<file path="config.mk">
export PLATFORM = sky130hd
export DESIGN_NAME = ube_bulk_engine
export DESIGN_NICKNAME = d
export VERILOG_FILES = /design/src/logic/ube_pkg.sv /design/src/logic/ube_bulk_engine.sv
export SDC_FILE = /design/constraint.sdc
export NUM_CORES = 1
export LEC_CHECK = 0
export BUFFER_PORTS_ARGS = -buffer_cell sky130_fd_sc_hd__buf_2
export CAP_MARGIN = 20
export CORE_MARGIN = 2
export CORE_UTILIZATION = 47
export CTS_CLUSTER_DIAMETER = 50
export CTS_CLUSTER_SIZE = 20
export DETAILED_ROUTE_END_ITERATION = 12
export PLACE_DENSITY = 0.71
export SYNTH_ARGS = -nofsm -noshare
export SYNTH_HDL_FRONTEND = slang
export SYNTH_SLANG_ARGS = --single-unit
</file>
<file path="constraint.sdc">
create_clock -name clk -period 10.1 [get_ports clk]
set_input_delay 2.02 -clock clk [delete_from_list [all_inputs] [get_ports clk]]
set_output_delay 2.02 -clock clk [all_outputs]
set_load 0.01 [all_outputs]
</file>
<file path="src/logic/ube_pkg.sv">
// constants and types of the bulk endpoint engine
// Behaviour
// - multi-frame packing packs several frames per bulk-in packet; otherwise one frame each.
// - frames longer than 512 bytes are split over successive bulk-in packets.
// - each frame begins with a status word whose length field delimits it.
// - nonzero rx data offset inserts that many pad bytes after the status word.
// - a burst ends with a short packet, or a ZLP after exact multiples.
// - single-frame mode sends a ZLP after frames that fill whole packets.
// - multi-frame frames start word aligned; pad only when another frame follows.
// - single-frame mode never pads; transfer ends on the last frame byte.
// - an IN token with an empty receive FIFO gets a zero-length packet, or a NACK when select is 1 with cap off.
// - an unacknowledged short packet or ZLP is repeated unchanged until acknowledged.
// - multi-frame burst end waits the programmed delay; zero disables; default 34 us.
// - delay starts after last full packet or lone short frame; full packets restart it.
// - tokens during the delay are NACKed regardless of the empty-response setting; the code sends data when a full packet is waiting.
// - with cap enabled and above 4, exceeding cap*512 bytes forces a ZLP.
// - with cap off, empty answers are ZLP when select is 0, NACK when 1.
// - capped bursts end by the cap or a dry FIFO; frames never split.
// - an unacknowledged packet rewinds the FIFO and is resent; ack advances it.
// - the bulk-in endpoint stalls only when the host has halted it.
// - bulk-out answers ACK, NYET or NACK by free space; PING supported.
// - corrupted bulk-out packets get no handshake and are rewound; host resends.
// - loss of frame sync stalls the bulk-out pipe unless stalling is disabled.
package ube_pkg;
  // ------------------------------
  // sizes and timing
  // ------------------------------
  localparam int MAX_PKT_BYTES = 512;
  localparam int ACK_ROOM_BYTES = 1024;
  localparam int NYET_ROOM_BYTES = 512;
  localparam int STAT_BYTES = 4;
  localparam int CSUM_BYTES = 4;
  localparam int CAP_MIN = 4;
  localparam int CAP_UNIT_SHIFT = 9;
  localparam int CLK_PERIOD_NS = 5;
  localparam int US_NS = 1000;
  localparam int CYC_PER_US = (US_NS + CLK_PERIOD_NS - 1) / CLK_PERIOD_NS;
  localparam int DLY_DEFAULT_US = 34;
  localparam int STAT_LEN_LSB = 16;
  localparam int STAT_LEN_W = 14;
  // ------------------------------
  // register map
  // ------------------------------
  localparam logic [11:0] REG_CFG = 12'h000;
  localparam logic [11:0] REG_DLY = 12'h004;
  localparam logic [11:0] REG_CAP = 12'h008;
  localparam logic [11:0] REG_STAT = 12'h00C;
  localparam int CFG_MULTI_BIT = 0;
  localparam int CFG_CAP_EN_BIT = 1;
  localparam int CFG_ERS_BIT = 2;
  localparam int CFG_OSD_BIT = 3;
  localparam int CFG_CSUM_BIT = 4;
  localparam int CFG_OFF_LSB = 8;
  localparam logic [31:0] CFG_RST = 32'h0000_0000;
  localparam logic [15:0] DLY_RST = 16'h0022;
  localparam logic [7:0] CAP_RST = 8'h00;
  // ------------------------------
  // types
  // ------------------------------
  typedef enum logic [1:0] {UBE_HS_ACK, UBE_HS_NAK, UBE_HS_NYET, UBE_HS_STALL} ube_hs_type;
  typedef enum logic [1:0] {UBE_IN_NAK, UBE_IN_STALL, UBE_IN_ZLP, UBE_IN_DATA} ube_in_type;
  typedef struct packed {
    logic [31:0] data;
    logic [3:0] be;
    logic last;
  } ube_beat_type;
  typedef struct packed {
    logic multi;
    logic cap_en;
    logic ers;
    logic out_stall_dis;
    logic csum;
    logic [1:0] off;
    logic [15:0] delay;
    logic [7:0] cap;
  } ube_cfg_type;
endpackage : ube_pkg

</file>
<file path="src/logic/ube_bulk_engine.sv">
// bulk-in transmitter, bulk-out receiver and their AHB-Lite registers
`timescale 1ns/100ps
`default_nettype none
module ube_bulk_engine #(
  parameter int US_CYCLES = ube_pkg::CYC_PER_US
) (
  input wire logic clk,
  input wire logic resetn,
  input wire logic hsel,
  input wire logic [31:0] haddr,
  input wire logic [1:0] htrans,
  input wire logic hwrite,
  input wire logic [2:0] hsize,
  input wire logic [31:0] hwdata,
  input wire logic hready,
  output logic hreadyout,
  output logic [31:0] hrdata,
  output logic hresp,
  input wire logic in_token,
  input wire logic in_ack,
  input wire logic in_timeout,
  input wire logic in_halt,
  output logic in_resp_valid,
  output var ube_pkg::ube_in_type in_resp,
  output logic in_toggle,
  output logic in_beat_valid,
  output var ube_pkg::ube_beat_type in_beat,
  input wire logic [15:0] rx_level,
  input wire logic [7:0] rx_frames,
  input wire logic [31:0] rx_head,
  output logic rx_pop,
  output logic rx_rewind,
  output logic rx_advance,
  input wire logic out_ping,
  input wire logic out_end,
  input wire logic out_crc_bad,
  input wire logic out_halt_clr,
  input wire logic fifo_sync_lost,
  input wire logic [15:0] tx_free,
  output logic out_hs_valid,
  output var ube_pkg::ube_hs_type out_hs,
  output logic tx_rewind,
  output logic out_stalled
);
  if (US_CYCLES < 1) begin : g_bad_us
    $error("US_CYCLES must be at least one");
  end

  function automatic logic [3:0] be_of(input logic [2:0] n);
    be_of = (n >= 3'd4) ? 4'hF : 4'((5'd1 << n) - 5'd1);
  endfunction : be_of

  // ------------------------------
  // register bus
  // ------------------------------
  ube_pkg::ube_cfg_type cfg_r;
  logic ap_wr_r;
  logic [11:0] ap_addr_r;
  logic [31:0] hrdata_r;
  logic rd_wait_r;
  logic [31:0] status_word;
  logic ap_take;

  assign ap_take = hsel && htrans[1] && hready;
  assign hreadyout = !rd_wait_r;
  assign hrdata = hrdata_r;
  assign hresp = 1'b0;

  always_ff @(posedge clk) begin
    if (!resetn) begin
      ap_wr_r <= 1'b0;
      ap_addr_r <= 12'h000;
    end else if (hready) begin
      ap_wr_r <= ap_take && hwrite && hsize == 3'b010;
      ap_addr_r <= {haddr[11:2], 2'b00};
    end
  end

  // one wait state so read data always comes from a flop
  always_ff @(posedge clk) begin
    if (!resetn) begin
      rd_wait_r <= 1'b0;
      hrdata_r <= 32'h0000_0000;
    end else begin
      rd_wait_r <= ap_take && !hwrite;
      if (rd_wait_r) begin
        unique case (ap_addr_r)
          ube_pkg::REG_CFG: hrdata_r <= {22'h00_0000, cfg_r.off, 3'b000, cfg_r.csum,
            cfg_r.out_stall_dis, cfg_r.ers, cfg_r.cap_en, cfg_r.multi};
          ube_pkg::REG_DLY: hrdata_r <= {16'h0000, cfg_r.delay};
          ube_pkg::REG_CAP: hrdata_r <= {24'h00_0000, cfg_r.cap};
          ube_pkg::REG_STAT: hrdata_r <= status_word;
          default: hrdata_r <= 32'h0000_0000;
        endcase
      end
    end
  end

  always_ff @(posedge clk) begin
    if (!resetn) begin
      cfg_r.multi <= ube_pkg::CFG_RST[ube_pkg::CFG_MULTI_BIT];
      cfg_r.cap_en <= ube_pkg::CFG_RST[ube_pkg::CFG_CAP_EN_BIT];
      cfg_r.ers <= ube_pkg::CFG_RST[ube_pkg::CFG_ERS_BIT];
      cfg_r.out_stall_dis <= ube_pkg::CFG_RST[ube_pkg::CFG_OSD_BIT];
      cfg_r.csum <= ube_pkg::CFG_RST[ube_pkg::CFG_CSUM_BIT];
      cfg_r.off <= ube_pkg::CFG_RST[ube_pkg::CFG_OFF_LSB +: 2];
      cfg_r.delay <= ube_pkg::DLY_RST;
      cfg_r.cap <= ube_pkg::CAP_RST;
    end else if (ap_wr_r) begin
      if (ap_addr_r == ube_pkg::REG_CFG) begin
        cfg_r.multi <= hwdata[ube_pkg::CFG_MULTI_BIT];
        cfg_r.cap_en <= hwdata[ube_pkg::CFG_CAP_EN_BIT];
        cfg_r.ers <= hwdata[ube_pkg::CFG_ERS_BIT];
        cfg_r.out_stall_dis <= hwdata[ube_pkg::CFG_OSD_BIT];
        cfg_r.csum <= hwdata[ube_pkg::CFG_CSUM_BIT];
        cfg_r.off <= hwdata[ube_pkg::CFG_OFF_LSB +: 2];
      end
      if (ap_addr_r == ube_pkg::REG_DLY) cfg_r.delay <= hwdata[15:0];
      if (ap_addr_r == ube_pkg::REG_CAP) cfg_r.cap <= hwdata[7:0];
    end
  end

  // ------------------------------
  // bulk-in delay timer
  // ------------------------------
  logic [15:0] us_cnt_r;
  logic us_tick;
  logic [15:0] tmr_r;
  logic tmr_run_r;
  logic tmr_done_r;
  logic tmr_start;
  logic tmr_clear;

  assign us_tick = us_cnt_r == 16'(US_CYCLES - 1);

  always_ff @(posedge clk) begin
    if (!resetn) us_cnt_r <= 16'h0000;
    else if (us_tick || tmr_start) us_cnt_r <= 16'h0000;
    else us_cnt_r <= us_cnt_r + 16'h0001;
  end

  always_ff @(posedge clk) begin
    if (!resetn) begin
      tmr_r <= 16'h0000;
      tmr_run_r <= 1'b0;
      tmr_done_r <= 1'b0;
    end else if (tmr_start) begin
      tmr_r <= cfg_r.delay;
      tmr_run_r <= 1'b1;
      tmr_done_r <= 1'b0;
    end else if (tmr_clear) begin
      tmr_run_r <= 1'b0;
      tmr_done_r <= 1'b0;
    end else if (tmr_run_r && us_tick) begin
      tmr_r <= tmr_r - 16'h0001;
      if (tmr_r <= 16'h0001) begin
        tmr_run_r <= 1'b0;
        tmr_done_r <= 1'b1;
      end
    end
  end

  // ------------------------------
  // bulk-in packet builder
  // ------------------------------
  typedef enum logic {UBE_ST_IDLE, UBE_ST_SEND} ube_st_type;
  ube_st_type st_r;
  logic [15:0] rem_r;
  logic [15:0] snap_rem_r;
  logic [9:0] pkt_r;
  logic [9:0] limit_r;
  logic [9:0] last_len_r;
  logic unacked_r;
  logic aligned_end_r;
  logic zlp_pend_r;
  logic [16:0] burst_r;
  logic cap_active;
  logic [16:0] cap_bytes;
  logic [15:0] new_total;
  logic at_start;
  logic [15:0] cur_rem;
  logic pad;
  logic [9:0] room;
  logic [9:0] cnt;
  logic [15:0] rem_next;
  logic stop;
  logic end_here;
  logic has_data;
  logic [9:0] pkt_end;

  assign cap_active = cfg_r.cap_en && cfg_r.cap > 8'(ube_pkg::CAP_MIN);
  assign cap_bytes = 17'(cfg_r.cap) << ube_pkg::CAP_UNIT_SHIFT;
  assign has_data = rx_frames != 8'h00 || rem_r != 16'h0000;

  always_comb begin
    new_total = 16'(ube_pkg::STAT_BYTES) + 16'(cfg_r.off)
      + 16'(rx_head[ube_pkg::STAT_LEN_LSB +: ube_pkg::STAT_LEN_W])
      + (cfg_r.csum ? 16'(ube_pkg::CSUM_BYTES) : 16'h0000);
    at_start = rem_r == 16'h0000;
    cur_rem = at_start ? new_total : rem_r;
    // pad only in multi mode with a frame behind
    pad = cur_rem < 16'h0004 && cfg_r.multi && rx_frames > 8'h01;
    room = limit_r - pkt_r;
    cnt = (pad || cur_rem >= 16'h0004) ? 10'h004 : 10'(cur_rem);
    if (cnt > room) cnt = room;
    rem_next = (16'(cnt) >= cur_rem) ? 16'h0000 : cur_rem - 16'(cnt);
    pkt_end = pkt_r + cnt;
    stop = pkt_r >= limit_r || (!at_start && rx_level == 16'h0000)
      || (at_start && (rx_frames == 8'h00 || (!cfg_r.multi && pkt_r != 10'h000)
      || (cap_active && burst_r + 17'(pkt_r) + 17'(new_total) > cap_bytes)));
    // packet ends at 512 bytes, frame resumes next packet
    end_here = pkt_end >= limit_r || (cur_rem < 16'h0004 && !pad)
      || (!cfg_r.multi && rem_next == 16'h0000);
  end

  assign rx_pop = st_r == UBE_ST_SEND && !stop;

  always_ff @(posedge clk) begin
    if (!resetn) begin
      st_r <= UBE_ST_IDLE;
      rem_r <= 16'h0000;
      snap_rem_r <= 16'h0000;
      pkt_r <= 10'h000;
      limit_r <= 10'(ube_pkg::MAX_PKT_BYTES);
      last_len_r <= 10'h000;
      unacked_r <= 1'b0;
      aligned_end_r <= 1'b0;
      in_resp_valid <= 1'b0;
      in_resp <= ube_pkg::UBE_IN_NAK;
      in_beat_valid <= 1'b0;
      in_beat <= '0;
    end else begin
      in_resp_valid <= 1'b0;
      in_beat_valid <= 1'b0;
      unique case (st_r)
        UBE_ST_IDLE: begin
          if (in_token) begin
            in_resp_valid <= 1'b1;
            snap_rem_r <= rem_r;
            pkt_r <= 10'h000;
            limit_r <= 10'(ube_pkg::MAX_PKT_BYTES);
            if (in_halt) in_resp <= ube_pkg::UBE_IN_STALL;
            else if (unacked_r && last_len_r == 10'h000) in_resp <= ube_pkg::UBE_IN_ZLP;
            else if (unacked_r) begin
              in_resp <= ube_pkg::UBE_IN_DATA;
              limit_r <= last_len_r;
              st_r <= UBE_ST_SEND;
            end
            // full packet may go, else NACK while waiting
            else if (tmr_run_r && rx_level < 16'(ube_pkg::MAX_PKT_BYTES))
              in_resp <= ube_pkg::UBE_IN_NAK;
            else if (zlp_pend_r) begin
              in_resp <= ube_pkg::UBE_IN_ZLP;
              last_len_r <= 10'h000;
              unacked_r <= 1'b1;
            end else if (has_data && tmr_start) in_resp <= ube_pkg::UBE_IN_NAK;
            else if (has_data) begin
              in_resp <= ube_pkg::UBE_IN_DATA;
              st_r <= UBE_ST_SEND;
            end
            else if (cap_active || !cfg_r.ers) begin
              in_resp <= ube_pkg::UBE_IN_ZLP;
              last_len_r <= 10'h000;
              unacked_r <= 1'b1;
            end else in_resp <= ube_pkg::UBE_IN_NAK;
          end else if (in_timeout && unacked_r && last_len_r != 10'h000) begin
            // rewind the packet builder with the FIFO
            rem_r <= snap_rem_r;
          end
        end
        UBE_ST_SEND: begin
          in_beat_valid <= 1'b1;
          if (stop) begin
            in_beat <= '{data: 32'h0000_0000, be: 4'h0, last: 1'b1};
            last_len_r <= pkt_r;
            aligned_end_r <= at_start;
            unacked_r <= 1'b1;
            st_r <= UBE_ST_IDLE;
          end else begin
            in_beat <= '{data: rx_head, be: be_of(cnt[2:0]), last: end_here};
            pkt_r <= pkt_end;
            rem_r <= rem_next;
            if (end_here) begin
              last_len_r <= pkt_end;
              aligned_end_r <= rem_next == 16'h0000;
              unacked_r <= 1'b1;
              st_r <= UBE_ST_IDLE;
            end
          end
        end
      endcase
      if (in_ack && st_r == UBE_ST_IDLE) unacked_r <= 1'b0;
    end
  end

  // delay starts on a lone short frame or after a full packet ack
  assign tmr_start = cfg_r.multi && cfg_r.delay != 16'h0000 && !tmr_done_r
    && rx_level < 16'(ube_pkg::MAX_PKT_BYTES) && st_r == UBE_ST_IDLE
    && ((in_token && !in_halt && !unacked_r && !tmr_run_r && !zlp_pend_r && has_data)
    || (in_ack && unacked_r && last_len_r == 10'(ube_pkg::MAX_PKT_BYTES)));

  // ------------------------------
  // burst accounting and acknowledgement
  // ------------------------------
  logic ack_ok;
  assign ack_ok = in_ack && unacked_r && st_r == UBE_ST_IDLE;
  assign tmr_clear = ack_ok && last_len_r < 10'(ube_pkg::MAX_PKT_BYTES);

  always_ff @(posedge clk) begin
    if (!resetn) begin
      burst_r <= 17'h0_0000;
      zlp_pend_r <= 1'b0;
      in_toggle <= 1'b0;
      rx_advance <= 1'b0;
      rx_rewind <= 1'b0;
    end else begin
      rx_advance <= 1'b0;
      rx_rewind <= 1'b0;
      if (ack_ok) begin
        in_toggle <= !in_toggle;
        // ack lets the FIFO move on
        rx_advance <= last_len_r != 10'h000;
        if (last_len_r < 10'(ube_pkg::MAX_PKT_BYTES)) begin
          burst_r <= 17'h0_0000;
          zlp_pend_r <= 1'b0;
        end else begin
          burst_r <= burst_r + 17'(last_len_r);
          if (!cfg_r.multi && aligned_end_r) zlp_pend_r <= 1'b1;
          if (cap_active && burst_r + 17'(last_len_r) > cap_bytes) zlp_pend_r <= 1'b1;
          // multi-frame burst ran dry on a full packet
          if (cfg_r.multi && rx_frames == 8'h00 && rem_r == 16'h0000) zlp_pend_r <= 1'b1;
        end
      end
      // no ack: FIFO rewinds for retransmission
      if (in_timeout && unacked_r && last_len_r != 10'h000 && st_r == UBE_ST_IDLE)
        rx_rewind <= 1'b1;
    end
  end

  // ------------------------------
  // bulk-out receiver
  // ------------------------------
  always_ff @(posedge clk) begin
    if (!resetn) out_stalled <= 1'b0;
    // sync loss stall, set wins over clear
    else if (fifo_sync_lost && !cfg_r.out_stall_dis) out_stalled <= 1'b1;
    else if (out_halt_clr) out_stalled <= 1'b0;
  end

  always_ff @(posedge clk) begin
    if (!resetn) begin
      out_hs_valid <= 1'b0;
      out_hs <= ube_pkg::UBE_HS_NAK;
      tx_rewind <= 1'b0;
    end else begin
      out_hs_valid <= 1'b0;
      tx_rewind <= 1'b0;
      if (out_ping) begin
        out_hs_valid <= 1'b1;
        if (out_stalled) out_hs <= ube_pkg::UBE_HS_STALL;
        else if (tx_free >= 16'(ube_pkg::NYET_ROOM_BYTES)) out_hs <= ube_pkg::UBE_HS_ACK;
        else out_hs <= ube_pkg::UBE_HS_NAK;
      end else if (out_end) begin
        if (out_crc_bad) tx_rewind <= 1'b1;
        else begin
          out_hs_valid <= 1'b1;
          if (out_stalled) begin
            out_hs <= ube_pkg::UBE_HS_STALL;
            tx_rewind <= 1'b1;
          end
          else if (tx_free >= 16'(ube_pkg::ACK_ROOM_BYTES)) out_hs <= ube_pkg::UBE_HS_ACK;
          else if (tx_free >= 16'(ube_pkg::NYET_ROOM_BYTES)) out_hs <= ube_pkg::UBE_HS_NYET;
          else begin
            out_hs <= ube_pkg::UBE_HS_NAK;
            tx_rewind <= 1'b1;
          end
        end
      end
    end
  end

  assign status_word = {burst_r, 10'h000, out_stalled, unacked_r, zlp_pend_r,
    tmr_done_r, tmr_run_r};
endmodule : ube_bulk_engine
`default_nettype wire

</file>
==> run_results.csv, run 1 <==
group,metric,value,unit
floorplan,die_x,183,µm
pwr,total_power,5.36,mW
route,drt_pass1_iterations,5,
pwr,p_int,2.92,mW
floorplan,initial_core_util,0.476,
global_route,grt_pass1_vias,13200,
flow_run,cap_violations,0,
synth,synth_area_leaders,"dfxtp_1 (32%), ha_1 (8.8%), nand2_1 (5.7%)",
sta,setup_violations,0,
floorplan,die_h,183,µm
min_path,worstHoldStart,"snap_rem_r[3]",
synth,async_flop_share,0,
worst_setup_path,cp_max_fo,3,
pwr,powerDensity,299,mW/mm²
clocking,cts_tree,"yes",
clocking,cts_hold_buf,0,
synth,synth_top_cells_by_count,"dfxtp_1 (241), nand2_1 (228), nor2_1 (151)",
sta,slew_viol_final,0,
worst_setup_path,cp_slowest_cell,"fa_1",
route,drt-initial-drc-count,1120,
worst_setup_path,timing.rr.end,"last_len_r[5]",
floorplan,io-pin-count,239,
global_route,grt_pass1_wl,67.7,mm
pwr,swShare,0.456,
route,routed-via-count,14200,
sta,min_period_over_period,0.976,
worst_setup_path,cp-start-kind,"input pin",
synth,synth_warnings,0,
route,drc,0,
placement,io_buffers,189,
synth,synth_ff_type,"dfxtp_1",
pwr,peakVddDrop,0.372,mV
final_layout,diodes,0,
worst_setup_path,reg2reg_depth,35,
clocking,cts.clk_slew.worst_paths,0.06,ns
synth,synth_edf_count,0,
placement,post-dp-hpwl,31.6,mm
placement,gp_congestion,0.891,
synth,yosysUniqueCellTypes,82,
worst_setup_path,crit_buf_inv,6,
global_route,grt_overflow,0,
route,wl_per_cell,17.8,µm
global_route,antenna_found_initial,0,
worst_setup_path,r2r_slack,1.75,ns
floorplan,die_area,0.0334,mm²
global_route,grt_usage,0.248,
synth,synthesis.area,0.0150,mm²
route,antenna_left,0,
floorplan,core_area,0.0316,mm²
synth,ys_seq_area_frac,0.321,
synth,yosys.cell_count.top_type,"dfxtp_1",
outcome,status,"complete, no violations",
synth,synth_xor_area_frac,0.0489,
sta,final-hold-violation-count,0,
sta,tightestPinTransition,0.990,ns
worst_setup_path,cp.required,8.08,ns
route,viasPerCell,5.76,
sta,slew_headroom,0.335,
sta,timing.hold.ws,0.463,ns
sta,skew,0.0259,ns
synth,syn_area_per_cell,8.14,µm²
route,drt-total-wl,43.8,mm
final_layout,design_area,0.0179,mm²
synth,postSynthCellCount,1846,
final_layout,utilization,0.569,
worst_setup_path,critical_path_arrival,7.84,ns
pwr,total_leakage_power,7.66,nW
worst_setup_path,r2r_start,"cfg_r[25]",
pwr,seqPwrFrac,0.214,
pwr,combPwrFrac,0.584,
min_path,min_to,"snap_rem_r[3]",
placement,pre_cts_ws,-0.519,ns
worst_setup_path,slowest_delay,0.54,ns
synth,synth_fa_ha_area_frac,0.110,
synth,synthMuxAreaShare,0.0395,
synth,synth_top_family_by_area,"simple AND/OR/NAND/NOR gates",
final_layout,nFillCells,2858,
worst_setup_path,worstSetupEndpointType,"output port",
pwr,p_switching,2.45,mW
worst_setup_path,critPathTopFamily,"compound AO/OA/AOI/OAI gates",
clocking,cts_root_buffer,"clkbuf_16",
clocking,clock_sinks,241,
min_path,hold_path.class,"flip-flop to flip-flop",
sta,layout_setup_ws,0.243,ns
final_layout,num-nets-final,2313,
clocking,cts_buffers,28,
worst_setup_path,path_class,"input pin to output port",
min_path,hold_depth,2,
clocking,cts.path.max_buffers,3,
sta,min_period,9.86,ns
pwr,pwr-share-clk,0.201,
synth,synth-compound-area-share,0.188,
clocking,worstSkewPairLatency,0.57,ns
global_route,grt_max_degree,90,
final_layout,drive_above_1_share,0.194,
synth,synth_area_leader_cell,"dfxtp_1",
synth,synthSimpleGateAreaFrac,0.237,
floorplan,core.rowCount,65,
synth,synth-seq-cells,241,
final_layout,area_growth,19.4,%
sta,max_freq,0.101,GHz
placement,detailed_place.area,0.0165,mm²
clocking,htreeDepth,1,
synth,synth.top_cell.area_share,0.321,
-- cells in the final DEF, fill, tap and decap left out, types with 22 or more instances in the layout --
master,instances
nand4_1,22
a22oi_1,38
mux2i_1,38
buf_4,66
nor3_1,36
dfxtp_1,240
xor2_1,30
a211oi_1,22
a21o_1,27
xnor2_1,50
inv_1,95
nand3_1,110
clkbuf_16,28
buf_2,186
nor4_1,28
nor2b_1,44
nor2_1,150
nand2_1,226
o21ai_0,43
a21oi_1,69
a21boi_0,75
ha_1,97
-- timing repair --
item,CTS,global route
resized for setup,27,39
buffers inserted,8,7
setup endpoints to repair,1,1
pin swaps,25,35
-- metal layers --
layer | GRT usage | routed length (µm) | vias to the layer above
met3 | 0.0316 | 2580 | 77
li1 | - | - | 6883
met1 | 0.332 | 19400 | 6753
met4 | 0.0742 | 1220 | 0
met2 | 0.417 | 20600 | 461
met5 | 0 | 0 | -
-- worst reg2reg max path: cells and delay by family, from the launching register on --
kind,cells,cell delay (ns)
compound gates,17,3.08
xor+xnor,2,0.41
fa+ha+maj,6,1.68
buf+inv,2,0.40
flops,1,0.49
mux,3,0.73
simple gates,5,1.48
-- final cells by class --
| class | instances | area, µm² | area share |
|---|---|---|---|
| well taps | 402 | 503 | 0.0280 |
| repair buffers | 258 | 1520 | 0.0847 |
| multi-input cells | 1407 | 9710 | 0.541 |
| clock buffers | 31 | 722 | 0.0402 |
| inverters | 100 | 375 | 0.0209 |
| clock inverters | 21 | 288 | 0.0160 |
| flip-flops and latches | 241 | 4830 | 0.269 |
-- worst max path at each step --
stage                            from     end  cells past startpoint
final                     rx_head[17]  rx_pop                     31
after detailed placement  rx_head[17]  rx_pop                     30
after global placement    rx_head[17]  rx_pop                     30
after floorplan           rx_head[17]  rx_pop                     31
after global routing      rx_head[16]  rx_pop                     31
after CTS                 rx_head[17]  rx_pop                     31
-- registers in the layout, summed over array words and instances, names as in the netlist, 2 cells and up --
signal,count
last_len_r,10
cfg_r,23
hrdata,32
burst_r,17
us_cnt_r,16
in_resp,2
ap_addr_r,10
tmr_r,16
snap_rem_r,16
out_hs,2
pkt_r,10
in_beat,37
cap_bytes,8
rem_r,16
limit_r,10
-- power groups by stage --
stage | clock network, mW | logic, mW | registers (mW)
2_1_floorplan | 0 | 2.30 | 1.16
3_3_place_gp | 0 | 2.97 | 1.16
3_5_place_dp | 0 | 3.03 | 1.17
4_1_cts | 1.09 | 3.06 | 1.15
5_1_grt | 1.13 | 3.45 | 1.16
6_report | 1.08 | 3.13 | 1.15
-- per-stage QoR --
stage	TNS, ns	instances
2_1_floorplan	0	1853
3_3_place_gp	-0.427	2392
3_5_place_dp	-0.519	2392
4_1_cts	0	2452
5_1_grt	-0.0457	2460
6_report	0	2460
-- cells by family (layout without fill, tap and decap cells) --
| family | count (synthesis) | after routing |
|---|---|---|
| adder cells (fa/ha/maj) | 122 | 122 |
| multiplexers | 57 | 57 |
| AND/OR/NAND/NOR | 732 | 732 |
| XOR/XNOR | 84 | 84 |
| other | 1 | 8 |
| flip-flops | 241 | 241 |
| AO/OA/AOI/OAI | 404 | 404 |
| buffers and inverters | 205 | 410 |
(Power assumes the default switching activity.)
==> run 2, diff against run 1 <==
Settings changed: CAP_MARGIN 20 to not set.
Clock period 10.1 ns to 8.02 ns, I/O delays scaled along.
==> run 2 against run 1 <==
The run now ends with negative setup slack left. Hold slack worse by 0.0033 ns. Register-to-register slack worse by 1.5 ns. Non-clock buffer count grew 117. Utilization increased by 3.9 points. Critical path depth unchanged. First-iteration DRC count down 2.2%. Global-route usage rose by 1.4 points. Setup slack got worse by 1.1 ns. Combinational power is 71% higher. Power grew 54%.
==> run_results.csv, run 2 (synthesis gave the netlist of run 1 again) <==
group,metric,value,unit
route,drt-total-wl,45.2,mm
clocking,cts_hold_buf,0,
clocking,cts.path.max_buffers,3,
sta,min_period_over_period,1.11,
final_layout,diodes,0,
flow_run,cap_violations,0,
sta,fin_setup_tns,-4.79,ns
global_route,grt_max_degree,93,
floorplan,die_x,183,µm
route,wl_per_cell,17.5,µm
worst_setup_path,critical_path_arrival,7.29,ns
final_layout,largest_reg_flops,37,
worst_setup_path,cp-start-kind,"input pin",
placement,post-dp-hpwl,32.7,mm
clocking,clock_sinks,241,
worst_setup_path,path_class,"input pin to output port",
pwr,total_power,8.26,mW
sta,final-hold-violation-count,0,
global_route,grt_pass1_wl,71.4,mm
worst_setup_path,cp_max_fo,4,
clocking,cts_buffers,31,
global_route,grt_pass1_vias,14200,
sta,tightestPinTransition,1.19,ns
min_path,hold_path.class,"flip-flop to flip-flop",
pwr,peakVddDrop,0.466,mV
pwr,powerDensity,431,mW/mm²
sta,rsz0062_at_grt,"true",
outcome,status,"complete, but fails checks",
sta,min_period,8.89,ns
floorplan,core_area,0.0316,mm²
sta,layout_setup_ws,-0.873,ns
global_route,antenna_found_initial,0,
clocking,cts.clk_slew.worst_paths,0.06,ns
global_route,grt_usage,0.261,
floorplan,io-pin-count,239,
worst_setup_path,worstSetupEndpointType,"output port",
final_layout,area_growth,27.6,%
clocking,htreeDepth,1,
placement,io_buffers,189,
clocking,cts_tree,"yes",
floorplan,die_area,0.0334,mm²
worst_setup_path,cp_slowest_cell,"fa_1",
placement,gp_congestion,0.924,
floorplan,initial_core_util,0.476,
min_path,hold_depth,2,
route,viasPerCell,5.67,
sta,max_freq,0.112,GHz
final_layout,drive_above_1_share,0.254,
clocking,cts_root_buffer,"clkbuf_16",
clocking,worstSkewPairLatency,0.59,ns
sta,slew_viol_final,0,
sta,skew,0.0356,ns
global_route,grt_overflow,0,
floorplan,die_h,183,µm
final_layout,num-nets-final,2433,
route,drc,0,
route,antenna_left,0,
final_layout,utilization,0.608,
worst_setup_path,reg2reg_depth,35,
outcome,violations,"negative setup slack",
route,routed-via-count,14600,
worst_setup_path,slowest_delay,0.44,ns
final_layout,final_common_cell,"dfxtp_1",
final_layout,largest-register,"in_beat",
final_layout,final_cell_mix,"dfxtp_1 (240), nand2_1 (225), buf_2 (186), buf_4 (179), nor2_1 (150)",
pwr,total_leakage_power,8.37,nW
placement,pre_cts_ws,-1.26,ns
worst_setup_path,cp.required,6.42,ns
sta,setup_violations,15,
route,drt_pass1_iterations,5,
route,drt-initial-drc-count,1095,
sta,slew_headroom,0.204,
floorplan,core.rowCount,65,
## run 2: worst paths after layout
| check | from | to | slack, ns |
|---|---|---|---|
| worst max-delay path | rx_head[17] | rx_pop | -0.87 |
| worst min-delay path | snap_rem_r[6] | snap_rem_r[6] | 0.46 |
| worst max register to register | cfg_r[26] | last_len_r[9] | 0.23 |
| worst min register to register | snap_rem_r[6] | snap_rem_r[6] | 0.46 |
## run 2: area by class of cell
type | instances | area (µm²)
clock buffers | 34 | 807
clock inverters | 24 | 315
fillers | 2759 | 12400
inverters | 100 | 375
multi-input cells | 1407 | 9930
flip-flops and latches | 241 | 4830
well taps | 402 | 503
repair buffers | 375 | 2420
## run 2: report_power, final
part           switching [mW]  leakage, nW  total (mW)  internal (mW)
clock network           0.635        0.543        1.47          0.836
registers               0.120         1.95        1.45           1.33
logic                    2.72         5.88        5.34           2.62
## run 2: timing repair
item	in CTS	in global routing
gates resized for setup	43	43
pin swaps	41	34
setup endpoints to repair	31	41
buffers inserted	28	9
## run 2: per-stage QoR
step	instances	hold slack, ns	instance area [µm²]
2_1_floorplan	1853	0.426	15300
3_3_place_gp	2500	0.442	17500
3_5_place_dp	2500	0.454	17500
4_1_cts	2586	0.463	19000
5_1_grt	2583	0.489	19200
6_report	2583	0.460	19200
## run 2: layer usage
metal | share of wire | track usage | routed length [µm] | vias to the layer above
met4 | 0.037 | 0.0941 | 1670 | 0
met1 | 0.43 | 0.334 | 19600 | 6922
met3 | 0.059 | 0.0355 | 2650 | 102
li1 | - | - | - | 7119
met5 | 0 | 0 | 0 | -
met2 | 0.47 | 0.451 | 21300 | 490
## run 2: critical path: cells and delay by family
| kind | cells | cell delay [ns] |
|---|---|---|
| AO/OA/AOI/OAI | 11 | 2.19 |
| XOR/XNOR | 1 | 0.17 |
| adder cells (fa/ha/maj) | 6 | 1.73 |
| buffers and inverters | 7 | 0.74 |
| AND/OR/NAND/NOR | 6 | 0.85 |
==> run 3, diff against run 2 <==
Settings changed: CORE_UTILIZATION 47 to 33, PLACE_DENSITY 0.71 to not set.
==> run 3 against run 2 <==
The flow still finishes with violations (negative setup slack). Via count increased by 1.0%. Register-to-register slack better by 0.02 ns. Fmax down 2.0%. Critical path depth increased by 6. Cell count up 8.7%. Power increased by 5.8%. Critical path type unchanged. Highest routed layer unchanged.
==> run_results.csv, run 3 (synthesis gave the netlist of run 1 again) <==
group,metric,value,unit
floorplan,initial_core_util,0.333,
final_layout,design_area,0.0197,mm²
sta,layout_setup_ws,-1.05,ns
worst_setup_path,crit_start,"rx_head[17]",
clocking,cts_root_buffer,"clkbuf_16",
route,wl_per_cell,17.6,µm
outcome,status,"complete, but fails checks",
worst_setup_path,path_class,"input pin to output port",
placement,io_buffers,189,
global_route,grt_pass1_vias,14100,
final_layout,final_cell_mix,"dfxtp_1 (240), nand2_1 (225), buf_4 (199), buf_2 (186), nor2_1 (148)",
min_path,worstHoldStart,"snap_rem_r[4]",
clocking,cts.clk_slew.worst_paths,0.06,ns
worst_setup_path,r2r_start,"cfg_r[25]",
sta,slew_viol_final,0,
floorplan,die_area,0.0473,mm²
sta,setup_violations,15,
floorplan,die_h,217,µm
flow_run,cap_violations,0,
sta,final-hold-violation-count,0,
worst_setup_path,cp_max_fo,2,
route,routed-via-count,14800,
global_route,grt_pass1_wl,76.2,mm
sta,slew_headroom,0.202,
global_route,grt_overflow,0,
outcome,violations,"negative setup slack",
final_layout,utilization,0.436,
placement,detailed_place.area,0.0178,mm²
worst_setup_path,worstSetupEndpointType,"output port",
clocking,cts_buffers,31,
worst_setup_path,cp-start-kind,"input pin",
route,drc,0,
clocking,clock_sinks,241,
sta,tightestPinTransition,1.20,ns
final_layout,area_growth,31.1,%
min_path,hold_path.class,"flip-flop to flip-flop",
worst_setup_path,cp_common_cell,"buf_4",
final_layout,num-nets-final,2460,
clocking,cts_tree,"yes",
clocking,htreeDepth,1,
pwr,total_leakage_power,8.53,nW
worst_setup_path,slowest_delay,0.64,ns
final_layout,diodes,0,
clocking,cts_hold_buf,0,
floorplan,io-pin-count,239,
placement,post-dp-hpwl,35.8,mm
placement,pre_cts_ws,-1.31,ns
final_layout,drive_above_1_share,0.268,
route,drt_pass1_iterations,7,
route,drt-initial-drc-count,1073,
route,antenna_left,0,
worst_setup_path,cp.required,6.42,ns
clocking,cts.path.max_buffers,3,
sta,min_period_over_period,1.13,
route,viasPerCell,5.26,
global_route,antenna_found_initial,1,
floorplan,core.rowCount,78,
floorplan,core_area,0.0452,mm²
route,drt-total-wl,49.3,mm
placement,gp_congestion,0.909,
sta,rsz0062_at_grt,"true",
final_layout,largest-register,"in_beat",
floorplan,die_x,217,µm
worst_setup_path,cp_slowest_cell,"fa_2",
final_layout,final_common_cell,"dfxtp_1",
pwr,peakVddDrop,0.430,mV
final_layout,largest_reg_flops,37,
global_route,grt_usage,0.199,
sta,min_period,9.07,ns
sta,skew,0.0262,ns
global_route,grt_max_degree,92,
pwr,powerDensity,444,mW/mm²
sta,max_freq,0.110,GHz
worst_setup_path,critical_path_arrival,7.47,ns
clocking,worstSkewPairLatency,0.60,ns
run 3: cell count changes in the layout (fill, tap and decap cells not counted), sizes merged:
cell      previous run  this run
buf                375       399
clkinvlp             2         1
clkinv               9        11
bufinv               2         0
clkbuf              34        38
run 3: routing by layer:
layer,global-route usage,vias up,wire (µm)
li1,-,7180,-
met1,0.260,7118,21700
met2,0.333,385,22900
met3,0.0293,100,2760
met4,0.0708,0,2000
met5,0,-,0
run 3: cell type report:
| cell class | instances | area (µm²) |
|---|---|---|
| Timing Repair Buffer | 402 | 2700 |
| Tap cell | 600 | 751 |
| Clock buffer | 35 | 811 |
| Multi-Input combinational cell | 1407 | 9950 |
| Sequential cell | 241 | 4830 |
| Clock inverter | 23 | 293 |
| Inverter | 100 | 375 |
| Fill cell | 4461 | 25500 |
run 3: what timing repair did:
| action | CTS | global route |
|---|---|---|
| cloned | 1 | 3 |
| pin swaps | 46 | 62 |
| gates resized for setup | 53 | 42 |
| buffers inserted | 35 | 7 |
| setup endpoints to repair | 31 | 63 |
run 3: path summary, 6_finish.rpt:
path,end,slack (ns),cells past startpoint
worst max register to register,last_len_r[9],0.25,37
worst min register to register,snap_rem_r[4],0.46,2
worst max-delay path,rx_pop,-1.05,37
worst min-delay path,snap_rem_r[4],0.46,2
run 3: power by group:
part	switching, mW	leakage [nW]	total (mW)	internal [mW]
sequential	0.126	1.95	1.45	1.33
clock	0.667	0.533	1.45	0.782
combinational	2.99	6.05	5.84	2.85
run 3: stage by stage:
stage / hold WS [ns] / std cells / power [mW] / TNS, ns
after floorplan: 0.426 / 1853 / 4.45 / -5.17
after global routing: 0.480 / 2808 / 9.30 / -9.57
final: 0.459 / 2808 / 8.74 / -4.98
after detailed placement: 0.453 / 2709 / 6.53 / -42.16
after global placement: 0.441 / 2709 / 6.47 / -31.68
after CTS: 0.462 / 2800 / 8.40 / -7.26
run 3: worst max-delay path, delay by kind of cell:
| family | cells | cell delay (ns) |
|---|---|---|
| AND/OR/NAND/NOR | 3 | 0.46 |
| adder cells (fa/ha/maj) | 5 | 1.77 |
| buffers and inverters | 25 | 2.87 |
| AO/OA/AOI/OAI | 4 | 0.78 |
